### src/verilog/flash_otp_pkg.sv
package flash_otp_pkg;

  // instruction codes
  localparam logic [7:0] OP_READ_ID     = 8'h9f;
  localparam logic [7:0] OP_QUAD_ENABLE = 8'h38;
  localparam logic [7:0] OP_QUAD_RESET  = 8'hff;
  localparam logic [7:0] OP_OTP_ENTER   = 8'h3a;
  localparam logic [7:0] OP_WRITE_EN    = 8'h06;
  localparam logic [7:0] OP_WRITE_DIS   = 8'h04;
  localparam logic [7:0] OP_READ_STATUS = 8'h05;
  localparam logic [7:0] OP_WRITE_STAT  = 8'h01;
  localparam logic [7:0] OP_SECT_ERASE  = 8'h20;
  localparam logic [7:0] OP_BLOCK_ERASE = 8'hd8;
  localparam logic [7:0] OP_CHIP_ERASE  = 8'hc7;
  localparam logic [7:0] OP_PAGE_PROG   = 8'h02;

  // identification bytes; the manufacturer value is arbitrary
  localparam logic [7:0] ID_MANUFACTURER = 8'h5a;
  localparam logic [7:0] ID_MEM_TYPE     = 8'h30;
  localparam logic [7:0] ID_CAPACITY     = 8'h13;

  // otp sector window while otp mode is active
  localparam logic [23:0] OTP_FIRST = 24'h07f000;
  localparam logic [23:0] OTP_LAST  = 24'h07f0ff;

  // reply lengths in bits, address length in bytes
  localparam logic [4:0] ID_BITS     = 5'h18;
  localparam logic [4:0] STATUS_BITS = 5'h08;
  localparam logic [1:0] ADDR_BYTES  = 2'h3;

  // status byte after reset
  localparam logic [7:0] STATUS_RESET = 8'h00;

  // power-up write lockout
  localparam int unsigned CORE_CLK_KHZ   = 100000;
  localparam int unsigned LOCKOUT_MIN_MS = 1;
  localparam int unsigned LOCKOUT_MAX_MS = 10;
  localparam int unsigned LOCKOUT_CYC    = LOCKOUT_MIN_MS * CORE_CLK_KHZ;
  localparam int unsigned LOCKOUT_W      = 17;

  typedef enum logic [2:0] {
    S_CMD  = 3'b000,
    S_ADDR = 3'b001,
    S_DONE = 3'b011,
    S_WSR  = 3'b111,
    S_TX   = 3'b010,
    S_SKIP = 3'b110
  } ctrl_state_t;

endpackage : flash_otp_pkg

### src/verilog/shift_if.sv
`timescale 1ns/1ps
interface shift_if;
  logic        quad;
  logic        rx_valid;
  logic [7:0]  rx_byte;
  logic        frame_start;
  logic        frame_end;
  logic        tx_load;
  logic [23:0] tx_word;
  logic [4:0]  tx_bits;

  modport phy (
    input  quad, tx_load, tx_word, tx_bits,
    output rx_valid, rx_byte, frame_start, frame_end
  );
  modport ctrl (
    output quad, tx_load, tx_word, tx_bits,
    input  rx_valid, rx_byte, frame_start, frame_end
  );
endinterface : shift_if
### src/verilog/flash_id_otp_ctrl.sv
`timescale 1ns/1ps
// Operation
// RQ1: 9Fh after select returns 24 identification bits
// RQ2: order: manufacturer, memory type, capacity
// RQ3: output bits change on serial clock fall
// RQ4: identification ignored while erase/program runs
// RQ5: host avoids identification in deep power-down
// RQ6: chip select high stops output, standby
// RQ7: identification and otp entry in quad too
// RQ8: 3Ah enters otp mode before otp access
// RQ9: otp sector replaces 07F000h-07F0FFh
// RQ10: status protect bit reports otp lock
// RQ11: otp lock set refuses program and erase
// RQ12: otp write status only sets lock
// RQ13: otp sector writable: unlocked, protect 000
// RQ14: otp mode: others writable only unlocked
// RQ15: host clears protect bits before otp entry
// RQ16: 04h leaves otp mode, normal mapping
// RQ17: only 20h erases otp data
// RQ18: writes rejected 1 to 10 ms after power-up
// RQ19: delivered status reads 00h
// RQ20: chip erase only with protect field zero
// RQ21: otp lock never clears once set
module flash_id_otp_ctrl #(
  parameter int unsigned LOCKOUT_CYCLES = flash_otp_pkg::LOCKOUT_CYC
) (
  // clock and reset
  input  wire logic        I_CORE_CLK,
  input  wire logic        I_RST,
  // serial pins
  input  wire logic        I_SCK,
  input  wire logic        I_CS_N,
  input  wire logic [3:0]  I_DQ,
  output logic      [3:0]  O_DQ,
  output logic      [3:0]  O_DQ_OE_N,
  // array back end
  input  wire logic        I_ARRAY_BUSY,
  input  wire logic        I_LOCK_STORED,
  output logic [23:0]      O_ADDR,
  output logic             O_OTP_SEL,
  output logic             O_SECTOR_ERASE,
  output logic             O_BLOCK_ERASE,
  output logic             O_CHIP_ERASE,
  output logic             O_PAGE_PROGRAM,
  output logic             O_LOCK_PROGRAM,
  // mode status
  output logic             O_OTP_MODE,
  output logic             O_QUAD_MODE,
  output logic [2:0]       O_BLOCK_PROTECT
);

  typedef struct packed {
    flash_otp_pkg::ctrl_state_t          state;
    logic [7:0]                          cmd;
    logic [1:0]                          nbyte;
    logic [23:0]                         addr;
    logic [7:0]                          wsr_data;
    logic [1:0]                          busy_s;
    logic [1:0]                          nv_s;
    logic                                otp_mode;
    logic                                quad;
    logic                                wel;
    logic                                pbit;
    logic [2:0]                          pfield;
    logic                                lock;
    logic [flash_otp_pkg::LOCKOUT_W-1:0] pwr_cnt;
    logic                                pwr_done;
    logic                                tx_load;
    logic [23:0]                         tx_word;
    logic [4:0]                          tx_bits;
    logic [23:0]                         addr_o;
    logic                                otp_sel;
    logic                                se_go;
    logic                                be_go;
    logic                                ce_go;
    logic                                pp_go;
    logic                                lock_go;
  } ctrl_st_t;

  ctrl_st_t st_q, st_d;
  shift_if  sif ();

  logic       busy;
  logic       otp_tgt;
  logic       wr_base;
  logic       wr_otp;
  logic       wr_main;
  logic [7:0] status_byte;

  serial_shifter u_shifter (
    .i_clk     (I_CORE_CLK),
    .i_rst     (I_RST),
    .i_sck     (I_SCK),
    .i_cs_n    (I_CS_N),
    .i_dq      (I_DQ),
    .o_dq      (O_DQ),
    .o_dq_oe_n (O_DQ_OE_N),
    .sif       (sif)
  );

  assign busy    = st_q.busy_s[1];
  // otp window decode (see RQ9)
  assign otp_tgt = st_q.otp_mode && (st_q.addr >= flash_otp_pkg::OTP_FIRST)
                   && (st_q.addr <= flash_otp_pkg::OTP_LAST);
  // write gates: enable latch, idle array, lockout over (see RQ18)
  assign wr_base = st_q.wel && !busy && st_q.pwr_done;
  // otp sector needs lock clear and protect field zero (see RQ13)
  assign wr_otp  = wr_base && !st_q.lock && (st_q.pfield == 3'b000);
  // other sectors in otp mode need lock clear (see RQ11) (see RQ14)
  assign wr_main = wr_base && !(st_q.otp_mode && st_q.lock);
  // protect position shows the lock in otp mode (see RQ10)
  assign status_byte = {(st_q.otp_mode ? st_q.lock : st_q.pbit), 2'b00,
                        st_q.pfield, st_q.wel, busy};

  always_comb begin
    st_d         = st_q;
    st_d.tx_load = 1'b0;
    st_d.se_go   = 1'b0;
    st_d.be_go   = 1'b0;
    st_d.ce_go   = 1'b0;
    st_d.pp_go   = 1'b0;
    st_d.lock_go = 1'b0;
    st_d.busy_s  = {st_q.busy_s[0], I_ARRAY_BUSY};
    st_d.nv_s    = {st_q.nv_s[0], I_LOCK_STORED};
    // stored lock is only ever added to, never cleared (see RQ21)
    st_d.lock    = st_q.lock | st_q.nv_s[1];
    if (!st_q.pwr_done) begin
      if (st_q.pwr_cnt >= LOCKOUT_CYCLES[flash_otp_pkg::LOCKOUT_W-1:0] - 1'b1) begin
        st_d.pwr_done = 1'b1; // see RQ18
      end else begin
        st_d.pwr_cnt = st_q.pwr_cnt + 1'b1;
      end
    end
    if (sif.frame_start) begin
      st_d.state = flash_otp_pkg::S_CMD;
      st_d.nbyte = 2'h0;
    end else if (sif.frame_end) begin
      // deselect: back to standby, decode anew (see RQ6)
      st_d.state = flash_otp_pkg::S_CMD;
      if (st_q.state == flash_otp_pkg::S_DONE) begin
        case (st_q.cmd)
          flash_otp_pkg::OP_WRITE_EN: begin
            st_d.wel = st_q.pwr_done; // see RQ18
          end
          flash_otp_pkg::OP_WRITE_DIS: begin
            st_d.wel      = 1'b0;
            st_d.otp_mode = 1'b0; // see RQ16
          end
          flash_otp_pkg::OP_OTP_ENTER: begin
            st_d.otp_mode = 1'b1; // see RQ8
          end
          flash_otp_pkg::OP_QUAD_ENABLE: begin
            st_d.quad = 1'b1;
          end
          flash_otp_pkg::OP_QUAD_RESET: begin
            st_d.quad = 1'b0;
          end
          flash_otp_pkg::OP_WRITE_STAT: begin
            if (wr_base) begin
              st_d.wel = 1'b0;
              if (st_q.otp_mode) begin
                st_d.lock    = 1'b1; // see RQ12
                st_d.lock_go = 1'b1;
              end else begin
                st_d.pbit   = st_q.wsr_data[7];
                st_d.pfield = st_q.wsr_data[4:2];
              end
            end
          end
          flash_otp_pkg::OP_SECT_ERASE: begin
            // the only erase that reaches otp data (see RQ17)
            if (otp_tgt ? wr_otp : wr_main) begin
              st_d.se_go   = 1'b1;
              st_d.wel     = 1'b0;
              st_d.addr_o  = st_q.addr;
              st_d.otp_sel = otp_tgt;
            end
          end
          flash_otp_pkg::OP_PAGE_PROG: begin
            if (otp_tgt ? wr_otp : wr_main) begin
              st_d.pp_go   = 1'b1;
              st_d.wel     = 1'b0;
              st_d.addr_o  = st_q.addr;
              st_d.otp_sel = otp_tgt;
            end
          end
          flash_otp_pkg::OP_BLOCK_ERASE: begin
            if (wr_main) begin
              st_d.be_go   = 1'b1;
              st_d.wel     = 1'b0;
              st_d.addr_o  = st_q.addr;
              st_d.otp_sel = 1'b0; // see RQ17
            end
          end
          flash_otp_pkg::OP_CHIP_ERASE: begin
            if (wr_main && st_q.pfield == 3'b000) begin
              st_d.ce_go   = 1'b1; // see RQ20
              st_d.wel     = 1'b0;
              st_d.otp_sel = 1'b0;
            end
          end
          default: begin
            st_d.otp_sel = st_q.otp_sel;
          end
        endcase
      end
    end else if (sif.rx_valid) begin
      case (st_q.state)
        flash_otp_pkg::S_CMD: begin
          st_d.cmd   = sif.rx_byte;
          st_d.nbyte = 2'h0;
          case (sif.rx_byte)
            flash_otp_pkg::OP_READ_ID: begin
              if (busy) begin
                st_d.state = flash_otp_pkg::S_SKIP; // see RQ4
              end else begin
                // manufacturer, type, capacity (see RQ1) (see RQ2)
                st_d.state   = flash_otp_pkg::S_TX;
                st_d.tx_load = 1'b1;
                st_d.tx_word = {flash_otp_pkg::ID_MANUFACTURER,
                                flash_otp_pkg::ID_MEM_TYPE,
                                flash_otp_pkg::ID_CAPACITY};
                st_d.tx_bits = flash_otp_pkg::ID_BITS;
              end
            end
            flash_otp_pkg::OP_READ_STATUS: begin
              st_d.state   = flash_otp_pkg::S_TX;
              st_d.tx_load = 1'b1;
              st_d.tx_word = {status_byte, 16'h0000};
              st_d.tx_bits = flash_otp_pkg::STATUS_BITS;
            end
            flash_otp_pkg::OP_SECT_ERASE, flash_otp_pkg::OP_BLOCK_ERASE,
            flash_otp_pkg::OP_PAGE_PROG: begin
              st_d.state = flash_otp_pkg::S_ADDR;
            end
            flash_otp_pkg::OP_WRITE_STAT: begin
              st_d.state = flash_otp_pkg::S_WSR;
            end
            default: begin
              st_d.state = flash_otp_pkg::S_DONE;
            end
          endcase
        end
        flash_otp_pkg::S_ADDR: begin
          st_d.addr  = {st_q.addr[15:0], sif.rx_byte};
          st_d.nbyte = st_q.nbyte + 2'h1;
          if (st_q.nbyte == flash_otp_pkg::ADDR_BYTES - 2'h1) begin
            st_d.state = flash_otp_pkg::S_DONE;
          end
        end
        flash_otp_pkg::S_WSR: begin
          st_d.wsr_data = sif.rx_byte;
          st_d.state    = flash_otp_pkg::S_DONE;
        end
        flash_otp_pkg::S_DONE: begin
          if (st_q.cmd != flash_otp_pkg::OP_PAGE_PROG) begin
            st_d.state = flash_otp_pkg::S_SKIP;
          end
        end
        default: begin
          st_d.state = st_q.state;
        end
      endcase
    end
  end

  always_ff @(posedge I_CORE_CLK or posedge I_RST) begin
    if (I_RST) begin
      st_q       <= '0; // status reads 00h after reset (see RQ19)
      st_q.state <= flash_otp_pkg::S_CMD;
    end else begin
      st_q <= st_d;
    end
  end

  assign sif.quad        = st_q.quad;
  assign sif.tx_load     = st_q.tx_load;
  assign sif.tx_word     = st_q.tx_word;
  assign sif.tx_bits     = st_q.tx_bits;
  assign O_ADDR          = st_q.addr_o;
  assign O_OTP_SEL       = st_q.otp_sel;
  assign O_SECTOR_ERASE  = st_q.se_go;
  assign O_BLOCK_ERASE   = st_q.be_go;
  assign O_CHIP_ERASE    = st_q.ce_go;
  assign O_PAGE_PROGRAM  = st_q.pp_go;
  assign O_LOCK_PROGRAM  = st_q.lock_go;
  assign O_OTP_MODE      = st_q.otp_mode;
  assign O_QUAD_MODE     = st_q.quad;
  assign O_BLOCK_PROTECT = st_q.pfield;
endmodule : flash_id_otp_ctrl

### src/verilog/serial_shifter.sv
`timescale 1ns/1ps
module serial_shifter (
  // clock and reset
  input  wire logic       i_clk,
  input  wire logic       i_rst,
  // pins
  input  wire logic       i_sck,
  input  wire logic       i_cs_n,
  input  wire logic [3:0] i_dq,
  output logic      [3:0] o_dq,
  output logic      [3:0] o_dq_oe_n,
  // controller side
  shift_if.phy            sif
);

  typedef struct packed {
    logic [1:0]  sck_s;
    logic [1:0]  cs_s;
    logic [3:0]  dq_a;
    logic [3:0]  dq_b;
    logic        sck_p;
    logic        cs_p;
    logic [7:0]  sh;
    logic [2:0]  cnt;
    logic        rx_v;
    logic [7:0]  rx_b;
    logic        fs;
    logic        fe;
    logic [23:0] tx;
    logic [4:0]  txn;
    logic [3:0]  dout;
    logic [3:0]  oen;
  } phy_state_t;

  phy_state_t q, d;
  logic       rise;
  logic       fall;

  assign rise = q.sck_s[1] & ~q.sck_p;
  assign fall = ~q.sck_s[1] & q.sck_p;

  always_comb begin
    d       = q;
    d.rx_v  = 1'b0;
    d.fs    = 1'b0;
    d.fe    = 1'b0;
    d.sck_s = {q.sck_s[0], i_sck};
    d.cs_s  = {q.cs_s[0], i_cs_n};
    d.dq_a  = i_dq;
    d.dq_b  = q.dq_a;
    d.sck_p = q.sck_s[1];
    d.cs_p  = q.cs_s[1];
    if (q.cs_s[1]) begin
      // deselected: stop driving at once
      d.cnt = 3'h0;
      d.txn = 5'h00;
      d.oen = 4'hf;
      if (!q.cs_p) begin
        d.fe = 1'b1;
      end
    end else begin
      if (q.cs_p) begin
        d.fs = 1'b1;
      end
      if (rise) begin
        if (sif.quad) begin
          // four bits per edge in quad mode (see RQ7)
          d.sh  = {q.sh[3:0], q.dq_b};
          d.cnt = q.cnt + 3'h4;
          if (q.cnt == 3'h4) begin
            d.rx_v = 1'b1;
            d.rx_b = {q.sh[3:0], q.dq_b};
          end
        end else begin
          d.sh  = {q.sh[6:0], q.dq_b[0]};
          d.cnt = q.cnt + 3'h1;
          if (q.cnt == 3'h7) begin
            d.rx_v = 1'b1;
            d.rx_b = {q.sh[6:0], q.dq_b[0]};
          end
        end
      end
      if (sif.tx_load) begin
        d.tx  = sif.tx_word;
        d.txn = sif.tx_bits;
      end else if (fall) begin
        // output changes on the falling edge only (see RQ3)
        if (q.txn == 5'h00) begin
          d.oen = 4'hf;
        end else if (sif.quad) begin
          d.dout = q.tx[23:20];
          d.oen  = 4'h0;
          d.tx   = {q.tx[19:0], 4'h0};
          d.txn  = q.txn - 5'h4;
        end else begin
          d.dout = {2'b00, q.tx[23], 1'b0};
          d.oen  = 4'hd;
          d.tx   = {q.tx[22:0], 1'b0};
          d.txn  = q.txn - 5'h1;
        end
      end
    end
  end

  always_ff @(posedge i_clk or posedge i_rst) begin
    if (i_rst) begin
      q       <= '0;
      q.sck_s <= 2'b00;
      q.cs_s  <= 2'b11;
      q.cs_p  <= 1'b1;
      q.oen   <= 4'hf;
    end else begin
      q <= d;
    end
  end

  assign o_dq            = q.dout;
  assign o_dq_oe_n       = q.oen;
  assign sif.rx_valid    = q.rx_v;
  assign sif.rx_byte     = q.rx_b;
  assign sif.frame_start = q.fs;
  assign sif.frame_end   = q.fe;

endmodule : serial_shifter

### config.mk
export PLATFORM = sky130hd
export DESIGN_NAME = flash_id_otp_ctrl
export DESIGN_NICKNAME = d
export VERILOG_FILES = /design/src/verilog/flash_otp_pkg.sv /design/src/verilog/shift_if.sv /design/src/verilog/flash_id_otp_ctrl.sv /design/src/verilog/serial_shifter.sv
export SDC_FILE = /design/constraint.sdc
export NUM_CORES = 1
export LEC_CHECK = 0
export ABC_AREA = 1
export CAP_MARGIN = 20
export CORE_MARGIN = 2
export CORE_UTILIZATION = 25
export DETAILED_ROUTE_END_ITERATION = 6
export DONT_BUFFER_PORTS = 1
export PLACE_DENSITY_LB_ADDON = 0.05
export SYNTH_ARGS = -nofsm -noshare
export SYNTH_HDL_FRONTEND = slang
export SYNTH_HIERARCHICAL = 1
export SYNTH_SLANG_ARGS = --single-unit
### constraint.sdc
create_clock -name I_CORE_CLK -period 9.05 [get_ports I_CORE_CLK]
set_input_delay 0.905 -clock I_CORE_CLK [delete_from_list [all_inputs] [get_ports I_CORE_CLK]]
set_output_delay 0.905 -clock I_CORE_CLK [all_outputs]
set_load 0.01 [all_outputs]
Word level (Yosys, flattened, before mapping)
Cells that the tools add are included.
- register bits: 207
- output and inout port bits: 43
- mux-type cells: 71
- $add $sub $neg: 6
- reductions and logical operators: 51
- eq/ne operators: 37
- bitwise gates (word level): 13
- $lt $le $gt $ge: 3
- operator list (kind ; count):
    two-way mux 30 bit ; 6
    two-way mux 37 bit ; 2
    one-hot mux 24 bit (3 select lines) ; 1
    two-way mux 60 bit ; 1
    one-hot mux 30 bit (2 select lines) ; 1
    two-way mux 25 bit ; 2
    two-way mux 45 bit ; 1
    equality test 8 bit (second input constant) ; 5
    two-way mux 34 bit ; 1
    two-way mux 33 bit ; 1
    equality test 8 x 6 -> 1 bit (second input constant) ; 4
    AND reduction 4 bit ; 8
    two-way mux 29 bit ; 1
    two-way mux 26 bit ; 1
    two-way mux 1 bit ; 25
    equality test 8 x 3 -> 1 bit (second input constant) ; 3
    greater-or-equal comparator 24 x 19 -> 1 bit (second input constant) ; 1
    <= comparator 24 x 19 -> 1 bit (second input constant) ; 1
    two-way mux 24 bit ; 1
    one-hot mux 3 bit (4 select lines) ; 2
    two-way mux 19 bit ; 1
    two-way mux 3 bit ; 6
    two-way mux 9 bit ; 2
    adder 17 x 1 -> 17 bit (second input constant) ; 1
    other kinds (47) ; 103

Logic depth before layout (Yosys ltp)
- depth after elaboration: 11
- gate-level depth with buffers: 14
- gate-level depth less buffers: 13

Modules after synthesis
Netlist, hierarchy kept.
- modules (own cells, without submodules) (module ; cells an instance ; area each (µm²) ; times used):
    flash_id_otp_ctrl ; 686 ; 5627.9 ; 1
    serial_shifter ; 455 ; 3608.5 ; 1

Worst setup path before layout
No wires, ideal clock.
- path kind: reg2reg
- from: reg st_q[127] (netlist name)
- to: reg st_q, in the netlist O_ADDR[10]
- period minus slack after synthesis: 1.628 ns
- arrival: 1.502 ns
- library setup time: 0.126 ns
- path slack: 7.422 ns
- buffers on the path: 2
- stages on the path, launching flop included: 11
- cell sequence: dfrtp_1 > nor2_2 > inv_1 > nor3_4 > nor2_2 > a21oi_2 > nand2_2 > buf_6 > buf_8 > nand2_2 > o21ai_2
- longest elaborated chain between the ends: 3
- elaborated cells on any way between the ends: 9
- RTL lines (what ; RTL line ; text):
    start, declared ; flash_id_otp_ctrl.sv:80 ; ctrl_st_t st_q, st_d;
    start signal, assigned ; flash_id_otp_ctrl.sv:272 ; st_q <= st_d;
    equality test 8 x 6 -> 1 bit (tied with other cells) ; flash_id_otp_ctrl.sv:141 ; case (st_q.cmd)
    != test 2 bit (no line) / nonzero test 3 bit (equally long branches) ; -- ;
    AND reduction 7 bit (no line) ; -- ;
Parallel ways exist; a longest one is shown, timed or not.
A chain may end at the register's enable or synchronous reset.

Worst setup path after layout
- from: reg st_q, in the netlist O_OTP_MODE
- to: reg st_q, in the netlist O_ADDR[20]
- longest elaborated chain between the ends: 6
- elaborated cells on any way between the ends: 10
- RTL lines (what ; RTL line ; text):
    logical AND 1 bit ; flash_id_otp_ctrl.sv:110 ; assign wr_main = wr_base && !(st_q.otp_mode && st_q.lock);
    zero test 1 bit ; flash_id_otp_ctrl.sv:110 ;
    logical AND 1 bit ; flash_id_otp_ctrl.sv:110 ;
    two-way mux 1 bit ; flash_id_otp_ctrl.sv:172, flash_id_otp_ctrl.sv:180 ;
    != test 2 bit (no line) ; -- ;
    AND reduction 7 bit (no line) (*) ; -- ;
Mark *: on every way between the ends. The rest lies on a longest branch, timed or not.

==> key figures <==
Run status
  – Run status: finished clean

Clock network
  – Clock tree from TritonCTS: built
  – Clock Tree Root: clkbuf_16
  – Sink Count: between 150 and 200
  – # Post-CTS Setup Buffers: 0
  – Count of H-tree levels built during CTS: 4
  – Buffers from clock root to sink, at most: 2
  – Insertion delay to the later sink of the worst-skew pair: 0.45 ns
  – Num CTS Buffers: 17
  – Post-cts repair resize count: 0
  – Hold buffers post-CTS: 0
  – Clock input transition at the sequential cells of the worst setup and hold paths: around 0.07 ns

Synth
  – Cells after synthesis: 1141
  – Sequential element share of the synthesized area: 48.8%
  – Largest area contributor in the synthesized netlist: dfrtp_1
  – Most common flop cell mapped by yosys: dfrtp_1
  – Count of different cell masters after synthesis: 47
  – Number of synthesized flops with an enable pin: 0
  – Mean instance size in the synthesized netlist: between 8 and 9 sq um
  – Share of flip-flops with an asynchronous set or reset after synthesis: 100%
  – Synth Cell Area: around 9200 sq um
  – Yosys reg bits: 180
  – Share of the synthesized area in the top cell type: 47.4%
  – Synth top area cells: dfrtp_1 (47%), nand2_1 (13%), o21ai_0 (6.2%)
  – Total number of yosys warnings: 6

STA
  – Hold Violations, Final: 0
  – Setup_tns: 0 ns
  – Clock period minus worst slack: 2.22 ns
  – Worst-margin pin slew: between 0.8 and 0.9 ns
  – Post-route clock skew: 0.00997 ns
  – Final Max Slew Viols: 0
  – Slew headroom: roughly 46%
  – Share of the clock period used by the worst path: between 20% and 30%
  – Highest clock rate: 451 MHz
  – Number of setup violations in the final report: 0
  – RSZ-0062 raised after global routing: no

Setup path
  – Critical path cell sequence: inv_2, nor2_2, nand2_1, nor2_1, nand3_1, nand2_2, nand2_4, inv_4, nand2_2, nand2_2, buf_4, o21ai_0
  – Maximum fanout count along the critical path: between 40 and 50
  – Reg-to-reg slack, setup: 6.83 ns
  – Library cell contributing the largest single delay on the critical path: buf_4
  – Buffering stage count on the worst path with inverters included: 3
  – Endpoint class of the critical path: register
  – Endpoint of the worst register-to-register path: O_ADDR[20]$_DFFE_PP0P_
  – Worst r2r path cells: 12
  – Worst Setup Path Type: register to register
  – Critical path data required time: around 9.4 ns
  – Worst Setup Start Kind: register
  – Most frequent cell on the critical path: nand2_2
  – Top Family by Delay on Critical Path: buffers and inverters
  – Startpoint of the lowest-slack register-to-register path: O_OTP_MODE$_DFFE_PP0P_
  – Arrival time at the worst endpoint: between 2 and 3 ns
  – Largest stage delay, worst path: ~0.54 ns

Floorplanning
  – Die span in x: slightly below 200 um
  – Die Outline Area: ~38000 sq um
  – Core Area: about 37000 sq um
  – Number of rows in the core area: 70
  – Vertical extent of the die: ~200 um
  – I/O pin count: 53
  – Effective utilization at floorplan: around 25%

Place
  – Placed wire-length estimate after detailed placement: ~16 mm
  – Count of input and output buffers: 0
  – Routability Congestion: approximately 0.76

Route
  – Routed length per placed instance: about 15 um
  – Routed vias: 6775
  – DRC: 0
  – DRC violation total after the first TritonRoute iteration: about 330
  – Sum of routed wire length over all layers: ~24 mm
  – DR pass1 iterations: 5
  – Antenna-violating nets left: 0
  – Detailed-route vias per instance: around 4.3

Pwr
  – Overall power: between 1.5 and 2 mW
  – Leakage Power: about 4.7 nW
  – Worst vdd rail ir drop: around 0.15 mV
  – PwrDens: 176 nW/um^2

Global routing
  – Global-route wire length before repair: 40.1 mm
  – GR Overflow Total: 0
  – Number of global-route vias before repair: around 7000
  – Largest net degree at the start of global routing: between 70 and 80
  – Total global routing track utilization: about an eighth
  – Number of antenna violations at the first check in global routing: 0

Cells and area
  – Diode count: 0
  – Synthesis-to-layout area growth: 8.33%
  – Layout cell share with drive strength beyond 1: about an eighth
  – Leading cell types in the layout, fill and taps excluded: nand2_1 (309), dfrtp_1 (175), inv_1 (119)
  – Final #Nets: about 1100
  – Most frequent standard cell in the layout excluding fill and tap cells: nand2_1
  – Filler cells: around 4000

Worst hold path
  – Path type of the worst min-delay path: primary input to asynchronous set/reset pin

Run
  – Max capacitance violation total: 0
-- registers in the layout, indices dropped and copies added (netlist names) --
register                   cells
O_CHIP_ERASE                   1
u_shifter/sif.rx_byte          8
u_shifter/d                    8
O_BLOCK_PROTECT                3
O_PAGE_PROGRAM                 1
st_q                          63
O_OTP_SEL                      1
busy                           1
O_OTP_MODE                     1
u_shifter/o_dq_oe_n            2
sif.tx_bits                    1
O_LOCK_PROGRAM                 1
u_shifter/sif.frame_start      1
u_shifter/q                   45
u_shifter/o_dq                 4
sif.tx_load                    1
sif.tx_word                    7
O_BLOCK_ERASE                  1
O_QUAD_MODE                    1
u_shifter/sif.frame_end        1
u_shifter/sif.rx_valid         1
O_SECTOR_ERASE                 1
st_d                           2
O_ADDR                        24
-- per-stage QoR --
| stage | setup slack, ns | hold WS (ns) | instance area [sq um] | cells | util [%] |
|---|---|---|---|---|---|
| floorplan | 5.24 | 0.331 | 9290 | 1155 | - |
| global placement | 6.71 | 0.333 | 9400 | 1554 | 25.7 |
| detailed placement | 6.71 | 0.336 | 9400 | 1554 | 25.7 |
| CTS | 6.77 | 0.351 | 9980 | 1586 | 27.3 |
| global route | 6.52 | 0.323 | 10000 | 1587 | 27.4 |
| finish | 6.83 | 0.325 | 10000 | 1587 | 27.4 |
-- cells in the mapped netlist, types with 2 or more instances --
cell,number
xnor2_1,4
o21ai_1,13
nand2_2,28
nor2_4,5
clkbuf_1,11
o21ai_2,20
inv_2,11
nand3_1,30
buf_6,5
buf_2,14
nand4_1,19
ha_1,7
dfstp_2,5
buf_4,44
a21oi_2,2
dfrtp_1,175
inv_1,121
or2_1,9
o21ai_0,115
o221ai_1,5
nand2_1,309
nor4_1,6
nor3_1,12
buf_8,2
nor2_1,91
xor2_1,13
o22ai_1,6
nand3_2,3
a21oi_1,20
or2_2,10
nor2_2,6
a31oi_1,3
o22a_1,3
-- final cells by class --
cell class / instances / area [sq um] / area share [%]
inverters: 134 / 508 / 5.08
clock inverters: 11 / 126 / 1.26
flip-flops and latches: 180 / 4510 / 45.1
clock buffers: 21 / 450 / 4.50
multi-input cells: 765 / 3740 / 37.4
well taps: 468 / 586 / 5.85
repair buffers: 8 / 80.1 / 0.800
-- power by group --
group	switching, mW	internal, mW
Clock	0.339	0.416
Sequential	0.0347	0.849
Combinational	0.0725	0.0461
-- metal layers --
layer	share of wire, %	routed length, um	GRT usage, %	vias to the layer above
met5	0	0	0	-
met4	0.93	221	3.40	0
met3	2.9	697	2.87	11
met2	45	10700	20.7	70
met1	51	12100	18.5	3178
li1	-	-	-	3516
-- cell families after synthesis --
kind of cell             after synthesis  share of synthesized area (%)
AO/OA/AOI/OAI                        191                           11.9
XOR/XNOR                              17                           1.61
adder cells (fa/ha/maj)                7                          0.948
buffers and inverters                210                           11.2
flip-flops                           180                           48.8
other                                  1                         0.0406
AND/OR/NAND/NOR                      535                           25.5
-- worst max-delay path by stage --
stage,from,end,slack [ns],cells past startpoint
after floorplan,I_RST,O_ADDR[0]$_DFFE_PP0P_,5.24,1
after global placement,I_RST,st_q[120]$_DFFE_PP0P_,6.71,2
after detailed placement,I_RST,st_q[121]$_DFFE_PP0P_,6.71,2
after CTS,O_OTP_MODE$_DFFE_PP0P_,O_ADDR[20]$_DFFE_PP0P_,6.77,12
after global routing,O_OTP_MODE$_DFFE_PP0P_,O_ADDR[20]$_DFFE_PP0P_,6.52,12
final,O_OTP_MODE$_DFFE_PP0P_,O_ADDR[20]$_DFFE_PP0P_,6.83,12
Power figures use the tool's default switching activity.
